--- src/shared/otimer_pkg.sv ---
// Constants, register map and state type for the wait one-shot timer.
// Assumes an 8-bit register port and a single clock domain.
package otimer_pkg;

  // ----------------------------------------------------------------
  // Widths
  // ----------------------------------------------------------------
  localparam int DATA_W = 8;
  localparam int ADDR_W = 5;

  // ----------------------------------------------------------------
  // Register offsets
  // ----------------------------------------------------------------
  localparam logic [4:0] OFS_CTRL = 5'h00;
  localparam logic [4:0] OFS_WAVE = 5'h04;
  localparam logic [4:0] OFS_PRE = 5'h08;
  localparam logic [4:0] OFS_PRI = 5'h0C;
  localparam logic [4:0] OFS_SEC = 5'h10;
  localparam logic [4:0] OFS_IRQ = 5'h14;

  // ----------------------------------------------------------------
  // Field positions
  // ----------------------------------------------------------------
  localparam int CB_MODE0 = 0;
  localparam int CB_MODE1 = 1;
  localparam int CB_RUN = 2;
  localparam int CB_START = 3;
  localparam int CB_SRC_LO = 4;
  localparam int CB_SRC_HI = 5;
  localparam int WB_WEXT = 0;
  localparam int WB_PEXT = 1;
  localparam int WB_OLS = 2;
  localparam int WB_TVB = 3;
  localparam int WB_TIE = 4;
  localparam int WB_EDGE_LO = 5;
  localparam int WB_EDGE_HI = 6;
  localparam int IB_FLAG = 0;

  // ----------------------------------------------------------------
  // Encodings and reset values
  // ----------------------------------------------------------------
  localparam logic [1:0] MODE_WAIT_ONESHOT = 2'h3;
  localparam logic [1:0] SRC_F1 = 2'h0;
  localparam logic [1:0] SRC_F8 = 2'h1;
  localparam logic [1:0] SRC_COMP = 2'h2;
  localparam logic [1:0] SRC_SUB = 2'h3;
  localparam logic [1:0] EDGE_RISE = 2'h0;
  localparam logic [1:0] EDGE_FALL = 2'h1;
  localparam logic [2:0] F8_TICK = 3'h7;
  localparam logic [2:0] F8_HALF = 3'h3;
  localparam logic [7:0] CTRL_RST = 8'h00;
  localparam logic [7:0] WAVE_RST = 8'h00;
  localparam logic [7:0] CNT_RST = 8'h00;

  typedef enum logic [2:0] {S_IDLE, S_WAIT, S_WAIT_EXT, S_PULSE, S_PULSE_EXT} state_t;

endpackage : otimer_pkg

--- src/shared/cs_if.sv ---
// Count source link between the timer core and its tick generator.
// Assumes both ends run on mclk.
interface cs_if;
  logic [1:0] sel;
  logic tick;
  logic half;
  modport src (input sel, output tick, output half);
  modport sink (output sel, input tick, input half);
endinterface : cs_if

--- src/core/wait_oneshot_timer.sv ---
// Delayed one-shot pulse timer with register port and trigger pin.
// Assumes a one-cycle strobe register master on mclk; trigger pin asynchronous.
//
// Function
// [RL1] Count from one of four selectable sources
// [RL2] Primary wait, then secondary loaded for pulse
// [RL3] Secondary underflow reloads primary, then stops
// [RL4] Any stop reloads counter from reload values
// [RL5] Wait lasts (n+1)(m+1) source periods
// [RL6] Pulse lasts (n+1)(l+1) source periods
// [RL7] Start bit starts run; run flag set
// [RL8] Trigger edge starts run when all enabled
// [RL9] Normal run ends after secondary zero reload
// [RL10] Clearing run flag or start stops
// [RL11] Interrupt at secondary zero, not wait end
// [RL12] Software stop sets interrupt request flag
// [RL13] Software masks interrupts and clears flag (no mask bit; an IRQ write with bit 0 low clears the flag)
// [RL14] Primary and prescaler reads return live counts
// [RL15] Writes change reload values, not counter
// [RL16] Values commit on primary write, next pulse
// [RL17] Software selects pulse active level
// [RL18] Trigger enable and edge select rising/falling/both
// [RL19] Extension bits add half source cycle
// [RL20] Prescaler zero whenever extension used
// [RL21] No extension with undivided or companion source
// [RL22] Mode field 11 selects this mode
// [RL23] Level select 0 high pulse, 1 low
// [RL24] Run flag 0 stops, 1 allows
// [RL25] Triggers ignored while a run is active
// [RL26] Output idle except during pulse phase
//
// Local design decisions: the plain strobed port and the register offsets.
module wait_oneshot_timer (
  input wire logic mclk,
  input wire logic resetn,
  input wire logic ext_trigger_pin,
  input wire logic companion_underflow,
  input wire logic subclk_pin,
  input wire logic [4:0] addr,
  input wire logic [7:0] wdata,
  input wire logic wr_stb,
  input wire logic rd_stb,
  output logic [7:0] rdata,
  output logic pulse_out_pin,
  output logic irq_req
);

  localparam int EXT_MAX = 8;

  logic [7:0] ctrl_ff;
  logic [7:0] wave_ff;
  logic [7:0] pre_buf_ff;
  logic [7:0] sec_buf_ff;
  logic [7:0] pri_buf_ff;
  logic [7:0] pre_act_ff;
  logic [7:0] sec_act_ff;
  logic [7:0] pri_act_ff;
  logic pend_ff;
  logic [7:0] pre_ff;
  logic [7:0] cnt_ff;
  logic irq_ff;
  logic [7:0] rdata_ff;
  logic out_ff;
  logic trig1_ff;
  logic trig2_ff;
  logic trig3_ff;
  otimer_pkg::state_t state_ff;
  otimer_pkg::state_t nxt_state;
  logic wr_ctrl;
  logic wr_wave;
  logic wr_pre;
  logic wr_pri;
  logic wr_sec;
  logic wr_irq;
  logic mode_ok;
  logic running;
  logic sw_start;
  logic sw_stop;
  logic trig_edge;
  logic hw_trig;
  logic start;
  logic uflow;
  logic normal_end;
  logic irq_set;
  logic alt_ff;
  logic cnt_tick;
  logic ext_half;

  cs_if cs ();

  count_source u_src (
    .mclk(mclk),
    .resetn(resetn),
    .companion_underflow(companion_underflow),
    .subclk_pin(subclk_pin),
    .cs(cs.src)
  );

  // ----------------------------------------------------------------
  // Decode
  // ----------------------------------------------------------------
  function automatic logic hit(input logic [4:0] a, input logic [4:0] ofs);
    hit = (a == ofs);
  endfunction : hit

  function automatic logic is_pulse(input otimer_pkg::state_t s);
    is_pulse = (s == otimer_pkg::S_PULSE) || (s == otimer_pkg::S_PULSE_EXT);
  endfunction : is_pulse

  assign wr_ctrl = wr_stb && hit(addr, otimer_pkg::OFS_CTRL);
  assign wr_wave = wr_stb && hit(addr, otimer_pkg::OFS_WAVE);
  assign wr_pre = wr_stb && hit(addr, otimer_pkg::OFS_PRE);
  assign wr_pri = wr_stb && hit(addr, otimer_pkg::OFS_PRI);
  assign wr_sec = wr_stb && hit(addr, otimer_pkg::OFS_SEC);
  assign wr_irq = wr_stb && hit(addr, otimer_pkg::OFS_IRQ);
  assign cs.sel = ctrl_ff[otimer_pkg::CB_SRC_HI:otimer_pkg::CB_SRC_LO]; // [RL1]

  // ----------------------------------------------------------------
  // Start and stop conditions
  // ----------------------------------------------------------------
  assign mode_ok = (ctrl_ff[otimer_pkg::CB_MODE1:otimer_pkg::CB_MODE0]
                    == otimer_pkg::MODE_WAIT_ONESHOT); // [RL22]
  assign running = (state_ff != otimer_pkg::S_IDLE);
  assign sw_start = wr_ctrl && wdata[otimer_pkg::CB_START] && wdata[otimer_pkg::CB_RUN]
                    && ctrl_ff[otimer_pkg::CB_RUN] && mode_ok; // [RL7]

  always_comb
  begin
    case (wave_ff[otimer_pkg::WB_EDGE_HI:otimer_pkg::WB_EDGE_LO])
      otimer_pkg::EDGE_RISE: trig_edge = trig2_ff & ~trig3_ff; // [RL18]
      otimer_pkg::EDGE_FALL: trig_edge = ~trig2_ff & trig3_ff;
      default: trig_edge = trig2_ff ^ trig3_ff;
    endcase
  end

  assign hw_trig = trig_edge && ctrl_ff[otimer_pkg::CB_RUN] && wave_ff[otimer_pkg::WB_TIE]
                   && wave_ff[otimer_pkg::WB_TVB] && mode_ok; // [RL8] [RL18]
  assign start = !running && (sw_start || hw_trig); // [RL25]
  assign sw_stop = running && wr_ctrl && (!wdata[otimer_pkg::CB_RUN]
                   || !wdata[otimer_pkg::CB_START] || (wdata[otimer_pkg::CB_MODE1:
                   otimer_pkg::CB_MODE0] != otimer_pkg::MODE_WAIT_ONESHOT)); // [RL10] [RL24]
  assign cnt_tick = alt_ff ? cs.half : cs.tick; // [RL19]
  assign ext_half = alt_ff ? cs.tick : cs.half; // [RL19]
  assign uflow = cnt_tick && (pre_ff == 8'h00) && (cnt_ff == 8'h00) && ((state_ff ==
                 otimer_pkg::S_WAIT) || (state_ff == otimer_pkg::S_PULSE)); // [RL5] [RL6]
  assign normal_end = running && (nxt_state == otimer_pkg::S_IDLE) && !sw_stop;

  // ----------------------------------------------------------------
  // Sequencer
  // ----------------------------------------------------------------
  always_comb
  begin
    nxt_state = state_ff;
    case (state_ff)
      otimer_pkg::S_IDLE:
        if (start)
          nxt_state = otimer_pkg::S_WAIT; // [RL7] [RL8]
      otimer_pkg::S_WAIT:
        if (sw_stop)
          nxt_state = otimer_pkg::S_IDLE; // [RL10]
        else if (uflow)
          nxt_state = wave_ff[otimer_pkg::WB_WEXT] ? otimer_pkg::S_WAIT_EXT
                      : otimer_pkg::S_PULSE; // [RL2] [RL19]
      otimer_pkg::S_WAIT_EXT:
        if (sw_stop)
          nxt_state = otimer_pkg::S_IDLE;
        else if (cs.half)
          nxt_state = otimer_pkg::S_PULSE; // [RL19]
      otimer_pkg::S_PULSE:
        if (sw_stop)
          nxt_state = otimer_pkg::S_IDLE;
        else if (uflow)
          nxt_state = wave_ff[otimer_pkg::WB_PEXT] ? otimer_pkg::S_PULSE_EXT
                      : otimer_pkg::S_IDLE; // [RL3] [RL9] [RL19]
      otimer_pkg::S_PULSE_EXT:
        if (sw_stop || ext_half)
          nxt_state = otimer_pkg::S_IDLE; // [RL19]
      default:
        nxt_state = otimer_pkg::S_IDLE;
    endcase
  end

  always_ff @(posedge mclk or negedge resetn)
  begin
    if (!resetn)
      state_ff <= otimer_pkg::S_IDLE;
    else
      state_ff <= nxt_state;
  end

  // Pulse counts on half ticks after an extended wait, so it keeps full length
  always_ff @(posedge mclk or negedge resetn)
  begin
    if (!resetn)
      alt_ff <= 1'b0;
    else if (nxt_state == otimer_pkg::S_IDLE)
      alt_ff <= 1'b0;
    else if (state_ff == otimer_pkg::S_WAIT_EXT)
      alt_ff <= 1'b1; // [RL19]
  end

  // ----------------------------------------------------------------
  // Prescaler and counter
  // ----------------------------------------------------------------
  always_ff @(posedge mclk or negedge resetn)
  begin
    if (!resetn)
    begin
      pre_ff <= otimer_pkg::CNT_RST;
      cnt_ff <= otimer_pkg::CNT_RST;
    end
    else if (nxt_state == otimer_pkg::S_IDLE)
    begin
      pre_ff <= pre_act_ff; // [RL4]
      cnt_ff <= pri_act_ff; // [RL4] [RL9]
    end
    else if (uflow)
    begin
      pre_ff <= pre_act_ff;
      cnt_ff <= (state_ff == otimer_pkg::S_WAIT) ? sec_act_ff : pri_act_ff; // [RL2] [RL3]
    end
    else if (cnt_tick && ((state_ff == otimer_pkg::S_WAIT) || (state_ff == otimer_pkg::S_PULSE)))
    begin
      if (pre_ff == 8'h00)
      begin
        pre_ff <= pre_act_ff; // [RL5] [RL6]
        cnt_ff <= cnt_ff - 8'h01;
      end
      else
      begin
        pre_ff <= pre_ff - 8'h01;
      end
    end
  end

  // ----------------------------------------------------------------
  // Control registers
  // ----------------------------------------------------------------
  always_ff @(posedge mclk or negedge resetn)
  begin
    if (!resetn)
    begin
      ctrl_ff <= otimer_pkg::CTRL_RST;
    end
    else
    begin
      if (wr_ctrl)
        ctrl_ff <= wdata;
      if (start && hw_trig)
        ctrl_ff[otimer_pkg::CB_START] <= 1'b1;
      if (normal_end)
        ctrl_ff[otimer_pkg::CB_START] <= 1'b0; // [RL9]
    end
  end

  always_ff @(posedge mclk or negedge resetn)
  begin
    if (!resetn)
      wave_ff <= otimer_pkg::WAVE_RST;
    else if (wr_wave)
      wave_ff <= wdata; // [RL17] [RL18] [RL19]
  end

  // ----------------------------------------------------------------
  // Reload buffers and commit
  // ----------------------------------------------------------------
  always_ff @(posedge mclk or negedge resetn)
  begin
    if (!resetn)
    begin
      pre_buf_ff <= otimer_pkg::CNT_RST;
      sec_buf_ff <= otimer_pkg::CNT_RST;
      pri_buf_ff <= otimer_pkg::CNT_RST;
    end
    else
    begin
      if (wr_pre)
        pre_buf_ff <= wdata; // [RL15]
      if (wr_sec)
        sec_buf_ff <= wdata;
      if (wr_pri)
        pri_buf_ff <= wdata; // [RL15]
    end
  end

  always_ff @(posedge mclk or negedge resetn)
  begin
    if (!resetn)
    begin
      pre_act_ff <= otimer_pkg::CNT_RST;
      sec_act_ff <= otimer_pkg::CNT_RST;
      pri_act_ff <= otimer_pkg::CNT_RST;
      pend_ff <= 1'b0;
    end
    else if (!running && (pend_ff || wr_pri))
    begin
      pre_act_ff <= pre_buf_ff; // [RL16]
      sec_act_ff <= sec_buf_ff;
      pri_act_ff <= wr_pri ? wdata : pri_buf_ff;
      pend_ff <= 1'b0;
    end
    else if (wr_pri)
    begin
      pend_ff <= 1'b1; // [RL16]
    end
  end

  // ----------------------------------------------------------------
  // Interrupt request flag
  // ----------------------------------------------------------------
  assign irq_set = ((state_ff == otimer_pkg::S_PULSE) && uflow) || sw_stop; // [RL11] [RL12]

  always_ff @(posedge mclk or negedge resetn)
  begin
    if (!resetn)
      irq_ff <= 1'b0;
    else if (irq_set)
      irq_ff <= 1'b1; // [RL11] [RL12]
    else if (wr_irq && !wdata[otimer_pkg::IB_FLAG])
      irq_ff <= 1'b0;
  end

  // ----------------------------------------------------------------
  // Read port
  // ----------------------------------------------------------------
  always_ff @(posedge mclk or negedge resetn)
  begin
    if (!resetn)
      rdata_ff <= 8'h00;
    else if (!rd_stb)
      rdata_ff <= 8'h00;
    else
      case (addr)
        otimer_pkg::OFS_CTRL: rdata_ff <= ctrl_ff;
        otimer_pkg::OFS_WAVE: rdata_ff <= wave_ff;
        otimer_pkg::OFS_PRE: rdata_ff <= pre_ff; // [RL14]
        otimer_pkg::OFS_PRI: rdata_ff <= cnt_ff; // [RL14]
        otimer_pkg::OFS_SEC: rdata_ff <= sec_buf_ff;
        otimer_pkg::OFS_IRQ: rdata_ff <= {7'h00, irq_ff};
        default: rdata_ff <= 8'h00;
      endcase
  end

  // ----------------------------------------------------------------
  // Trigger synchroniser and pulse output
  // ----------------------------------------------------------------
  always_ff @(posedge mclk or negedge resetn)
  begin
    if (!resetn)
    begin
      trig1_ff <= 1'b0;
      trig2_ff <= 1'b0;
      trig3_ff <= 1'b0;
    end
    else
    begin
      trig1_ff <= ext_trigger_pin;
      trig2_ff <= trig1_ff;
      trig3_ff <= trig2_ff;
    end
  end

  always_ff @(posedge mclk or negedge resetn)
  begin
    if (!resetn)
      out_ff <= 1'b0;
    else
      out_ff <= is_pulse(nxt_state) ^ wave_ff[otimer_pkg::WB_OLS]; // [RL23] [RL26]
  end

  assign rdata = rdata_ff;
  assign pulse_out_pin = out_ff;
  assign irq_req = irq_ff;

  // ----------------------------------------------------------------
  // Checks
  // ----------------------------------------------------------------
  a_out_level: assert property ( // [RL23] [RL26]
    @(posedge mclk) disable iff (!resetn)
    pulse_out_pin == (is_pulse(state_ff) ^ $past(wave_ff[otimer_pkg::WB_OLS])))
    else $error("pulse output level wrong for phase");

  a_sw_start: assert property ( // [RL7]
    @(posedge mclk) disable iff (!resetn)
    (!running && sw_start) |=> (state_ff == otimer_pkg::S_WAIT) && ctrl_ff[otimer_pkg::CB_START])
    else $error("software start did not begin wait");

  a_trig_gate: assert property ( // [RL8]
    @(posedge mclk) disable iff (!resetn)
    (!running && !sw_start && trig_edge && !(ctrl_ff[otimer_pkg::CB_RUN]
     && wave_ff[otimer_pkg::WB_TIE] && wave_ff[otimer_pkg::WB_TVB]))
    |=> (state_ff == otimer_pkg::S_IDLE))
    else $error("disabled trigger started a run");

  a_sw_stop: assert property ( // [RL10] [RL12]
    @(posedge mclk) disable iff (!resetn)
    (running && wr_ctrl && !wdata[otimer_pkg::CB_RUN])
    |=> (state_ff == otimer_pkg::S_IDLE) && irq_req)
    else $error("software stop not honoured");

  a_pulse_end: assert property ( // [RL3] [RL11]
    @(posedge mclk) disable iff (!resetn)
    (state_ff == otimer_pkg::S_PULSE && uflow && !wave_ff[otimer_pkg::WB_PEXT])
    |=> (state_ff == otimer_pkg::S_IDLE) && irq_req && (cnt_ff == $past(pri_act_ff)))
    else $error("pulse end did not reload and request");

  a_wait_no_irq: assert property ( // [RL11]
    @(posedge mclk) disable iff (!resetn)
    (state_ff == otimer_pkg::S_WAIT && uflow && !wr_stb && !irq_req)
    |=> !irq_req && (cnt_ff == $past(sec_act_ff)))
    else $error("wait end raised request or missed secondary");

  a_wr_reload_only: assert property ( // [RL15]
    @(posedge mclk) disable iff (!resetn)
    (running && (wr_pri || wr_pre) && !cnt_tick && !sw_stop) |=> $stable(cnt_ff) && $stable(pre_ff))
    else $error("write disturbed the running counter");

  a_read_live: assert property ( // [RL14]
    @(posedge mclk) disable iff (!resetn)
    (rd_stb && addr == otimer_pkg::OFS_PRI) |=> (rdata == $past(cnt_ff)))
    else $error("primary read not the live count");

  a_no_retrig: assert property ( // [RL25]
    @(posedge mclk) disable iff (!resetn)
    (state_ff == otimer_pkg::S_PULSE && !uflow && !sw_stop && (hw_trig || sw_start))
    |=> (state_ff == otimer_pkg::S_PULSE))
    else $error("trigger accepted during a run");

  a_stop_reload: assert property ( // [RL4] [RL9]
    @(posedge mclk) disable iff (!resetn)
    ($past(running) && !running) |-> (cnt_ff == $past(pri_act_ff)) && (pre_ff == $past(pre_act_ff)))
    else $error("stop did not reload counter");

  a_ext_half: assert property ( // [RL19]
    @(posedge mclk) disable iff (!resetn)
    (state_ff == otimer_pkg::S_WAIT_EXT && cs.sel == otimer_pkg::SRC_F8)
    |-> ##[1:EXT_MAX] (state_ff != otimer_pkg::S_WAIT_EXT))
    else $error("wait extension overran half cycle");

endmodule : wait_oneshot_timer

--- src/core/count_source.sv ---
// Count source tick generator: undivided, divide-by-8, companion, subclock.
// Assumes companion_underflow is an mclk pulse and subclk_pin is asynchronous.
module count_source (
  input wire logic mclk,
  input wire logic resetn,
  input wire logic companion_underflow,
  input wire logic subclk_pin,
  cs_if.src cs
);

  logic [2:0] div_ff;
  logic sub1_ff;
  logic sub2_ff;
  logic sub3_ff;

  // ----------------------------------------------------------------
  // Divider and subclock synchroniser
  // ----------------------------------------------------------------
  always_ff @(posedge mclk or negedge resetn)
  begin
    if (!resetn)
    begin
      div_ff <= 3'h0;
    end
    else
    begin
      div_ff <= div_ff + 3'h1;
    end
  end

  always_ff @(posedge mclk or negedge resetn)
  begin
    if (!resetn)
    begin
      sub1_ff <= 1'b0;
      sub2_ff <= 1'b0;
      sub3_ff <= 1'b0;
    end
    else
    begin
      sub1_ff <= subclk_pin;
      sub2_ff <= sub1_ff;
      sub3_ff <= sub2_ff;
    end
  end

  // ----------------------------------------------------------------
  // Tick select
  // ----------------------------------------------------------------
  always_comb
  begin
    case (cs.sel)
      otimer_pkg::SRC_F1:
      begin
        cs.tick = 1'b1; // [RL1]
        cs.half = 1'b1;
      end
      otimer_pkg::SRC_F8:
      begin
        cs.tick = (div_ff == otimer_pkg::F8_TICK); // [RL1]
        cs.half = (div_ff == otimer_pkg::F8_HALF);
      end
      otimer_pkg::SRC_COMP:
      begin
        cs.tick = companion_underflow; // [RL1]
        cs.half = companion_underflow;
      end
      otimer_pkg::SRC_SUB:
      begin
        cs.tick = sub2_ff & ~sub3_ff; // [RL1]
        cs.half = ~sub2_ff & sub3_ff;
      end
      default:
      begin
        cs.tick = 1'b0;
        cs.half = 1'b0;
      end
    endcase
  end

endmodule : count_source

--- config.mk ---
export PLATFORM = sky130hd
export DESIGN_NAME = wait_oneshot_timer
export DESIGN_NICKNAME = d
export VERILOG_FILES = /design/src/shared/otimer_pkg.sv /design/src/shared/cs_if.sv /design/src/core/wait_oneshot_timer.sv /design/src/core/count_source.sv
export SDC_FILE = /design/constraint.sdc
export NUM_CORES = 1
export LEC_CHECK = 0
export CORE_AREA = 10 10 100 102
export DETAILED_ROUTE_END_ITERATION = 10
export DIE_AREA = 0 0 110 112
export DONT_BUFFER_PORTS = 1
export PLACE_DENSITY = 0.76
export SYNTH_ARGS = -nofsm -noshare
export SYNTH_HDL_FRONTEND = slang
export SYNTH_SLANG_ARGS = --single-unit
--- constraint.sdc ---
create_clock -name mclk -period 3.1 [get_ports mclk]
set_input_delay 0.155 -clock mclk [delete_from_list [all_inputs] [get_ports mclk]]
set_output_delay 0.155 -clock mclk [all_outputs]
set_load 0.01 [all_outputs]
==> metrics.md <==
| Metric | Value |
|---|---|
| Initial core utilization | 61.6% |
| Mapped Area | 4960 µm² |
| Post-Syn Nets | roughly 440 |
| Detail Placement HPWL | 8750 µm |
| Clk Latency, worst-skew pair | between 300 and 400 ps |
| GR Util met1 | 29.8% |
| Cells after Synth | about 400 |
| Fin worst setup slack | 101 ps |
| Final worst-path cycle share | a little over nine tenths |
| Clock Skews | 11.1 ps |
| Congestion Overflow GR | 0 |
| CTS tree | done |
| CP arrival | around 3300 ps |
| Minimum clock period | 3000 ps |
| DRC Markers | 0 |
| Largest fanout on the critical path | 7 |
| Leakage | roughly 0.0025 µW |
| Final wirelength | 12,400 µm |
| Worst VDD drop | roughly 0.00048 V |
| Gpl congestion | 0.974 |
| Slew @ Worst Pin | ~460 ps |
| Initial antenna violation count | 0 |
| Die Width | 110 µm |
| Area of the multi-input gates | 2250 µm² |
| TritonRoute pass-1 iters | 5 |
| Critical Path RT | approximately 3400 ps |
| Most common cell after layout, fill and taps aside | dfrtp_1 |
| Endpoints failing setup | 0 |
| Grt met2 use | a little under a third |
| Yosys reg bits | between 100 and 150 |
| Hold Path Class | primary input to register |
| Post-synthesis average cell area | around 12 µm² |
| Endpoints failing hold | 0 |
| Max transition margin | about two thirds |
| Vias per cell | around 6.5 |
| Tot Pwr | roughly 4600 µW |
| Met3 Track Usage GR | 4.84% |
| Most used DFF post-synth | dfrtp_1 |
| Longest Clk Path Bufs | 2 |
| PortBufs | 0 |
| Die Height | 112 µm |
| Layout net count | between 400 and 500 |
| Clock sinks | 104 |
| Max Slew Vio Count | 0 |
| Max frequency | approximately 330 MHz |
| Root buf cell | clkbuf_8 |
| Top Ports | 30 |
| Core region area | roughly 8100 µm² |
| Startpoint types | register |
| Number of synthesized flops with an enable pin | 0 |
| Crit. End Element | register |
| Vias in the first global route | 3,524 |
| Area Overhead vs Synth | 12.4% |
| PwrDens | a little over 800 nW/µm² |
| Largest net degree at the start of global routing | approximately 110 |
| Hold slack | roughly 13 ps |
| Synthesis Warnings | 0 |
| First-pass GRT wire length | 19,700 µm |
| Clk pin slew, worst setup/hold paths | between 100 and 150 ps |
| Routed len/inst | 22.5 µm |
| Total track usage | approximately 21% |
| Sequential area share after synthesis | a little over half |
| Yosys cell types | 63 |
| Status | finished, final reports clean |
| # rows | 33 |
| Post-DRT Antenna Nets | 0 |
| H-tree lvl count | 3 |
| Diode count | 0 |
| Most frequent cells in the layout | dfrtp_1, mux2_2, buf_4 |
| Fraction of layout cells with a size suffix above 1 | between 20% and 30% |
| Asr flop ratio synth | 100% |
| Post-route non-filler standard cell count | between 500 and 600 |
| Number of buffers created by CTS | 9 |
| Most Used Layer, Global Route | met2 |
| Placed Instances | between 500 and 600 |
| Place WS | roughly 38 ps |
| Vias | between 3,000 and 4,000 |
| Final Core Density | 69.3% |
| Die area | approximately 12,000 µm² |
| CP Class | register to register |
| Max Cap Viol | 0 |
| Fill count | 590 |
| Storage element area | 2600 µm² |
| DR iter-0 viols | around 310 |
==> per-stage QoR <==
step | TNS (ps) | instance area, µm²
final | 0 | 5580
after floorplan | 0 | 4960
after global routing | -2.18 | 5580
after detailed placement | 0 | 5150
after CTS | 0 | 5520
after global placement | 0 | 5150
==> cell families (layout without fill, tap and decap cells) <==
| logic type | count (synthesis) | count (layout) | synth area share [%] |
|---|---|---|---|
| compound gates | 77 | 77 | 12.1 |
| xor+xnor | 7 | 7 | 1.24 |
| fa+ha+maj | 8 | 8 | 2.02 |
| buf+inv | 34 | 69 | 2.90 |
| flops | 104 | 104 | 52.4 |
| mux | 83 | 83 | 18.4 |
| simple gates | 97 | 97 | 10.9 |
==> path summary, 6_finish.rpt <==
kind                            startpoint  slack [ps]             to  cells past startpoint
worst min-delay path              wdata[0]          10        irq_req                      3
min in group asynchronous           resetn         390  sec_buf_ff[5]                      2
max in group asynchronous           resetn        2330      cnt_ff[0]                      2
worst min register to register    trig1_ff         370       trig2_ff                      0
worst max-delay path             pre_ff[0]         100      pre_ff[1]                     10
worst max register to register   pre_ff[0]         100      pre_ff[1]                     10
==> metal layers <==
layer | up-vias | wire length (µm)
met3 | 15 | 1060
met1 | 1802 | 5450
met4 | 0 | 141
li1 | 1592 | -
met2 | 161 | 5740
met5 | - | 0
==> registers in the layout, indices dropped and copies added, names as in the netlist, 3 cells and up <==
| signal | flops |
|---|---|
| cnt_ff | 8 |
| ctrl_ff | 8 |
| pre_act_ff | 8 |
| pre_buf_ff | 8 |
| pre_ff | 8 |
| pri_act_ff | 8 |
| pri_buf_ff | 8 |
| rdata | 8 |
| sec_act_ff | 8 |
| sec_buf_ff | 8 |
| wave_ff | 8 |
| state_ff | 3 |
| u_src.div_ff | 3 |
==> report_power, final <==
group	internal, µW	switching [µW]
Sequential	1740	399
Clock	394	511
Combinational	773	808
Total	2910	1720
==> critical path, cell delays in order, from the launching register on <==
cell and delay, ps:
dfrtp_1 390, inv_1 100, ha_1 190, or3b_4 410, or4_4 540, or2_4 310, o31ai_4 300, nor3b_4 110
buf_4 170, a21oi_4 230, a2bb2oi_1 180
==> Yosys cell counts (3+ instances only) <==
master / count / area share [%]
mux2i_1: 19 / 3.8
a31oi_1: 4 / 0.50
mux2_2: 63 / 14
nor2b_1: 5 / 0.63
and3_1: 4 / 0.50
inv_1: 18 / 1.4
nor2_1: 17 / 1.3
nor4_1: 4 / 0.50
o22ai_1: 6 / 0.76
o2111ai_1: 3 / 0.53
clkbuf_1: 9 / 0.68
a221oi_1: 7 / 1.2
ha_1: 8 / 2.0
nand3_1: 16 / 1.6
o21ai_0: 8 / 0.81
a211oi_1: 8 / 1.2
nor3_1: 7 / 0.71
xor2_1: 3 / 0.53
buf_2: 4 / 0.40
a222oi_1: 7 / 1.4
a32oi_1: 3 / 0.53
nand2_1: 20 / 1.5
xnor2_1: 4 / 0.71
a2bb2oi_1: 4 / 0.71
dfrtp_1: 104 / 52
o21ai_1: 6 / 0.61
a21oi_1: 4 / 0.40
nand4_1: 4 / 0.50
==> area by class of cell <==
cell class                 count  area share [%]
clock buffer                   9            2.22
tap                          105            2.35
multi-input combinational    272            40.4
sequential                   104            46.6
clock inverter                 7            1.55
inverter                      18            1.21
timing repair buffer          35            5.65
==> timing repair <==
| item | in CTS | in global routing |
|---|---|---|
| setup buffers | 0 | 6 |
| pin swaps | 0 | 3 |
| setup endpoints to repair | 1 | 13 |
| resized for setup | 1 | 3 |
| hold endpoints to repair | 146 | 0 |
| hold buffers | 14 | 0 |
(Power assumes the default switching activity.)
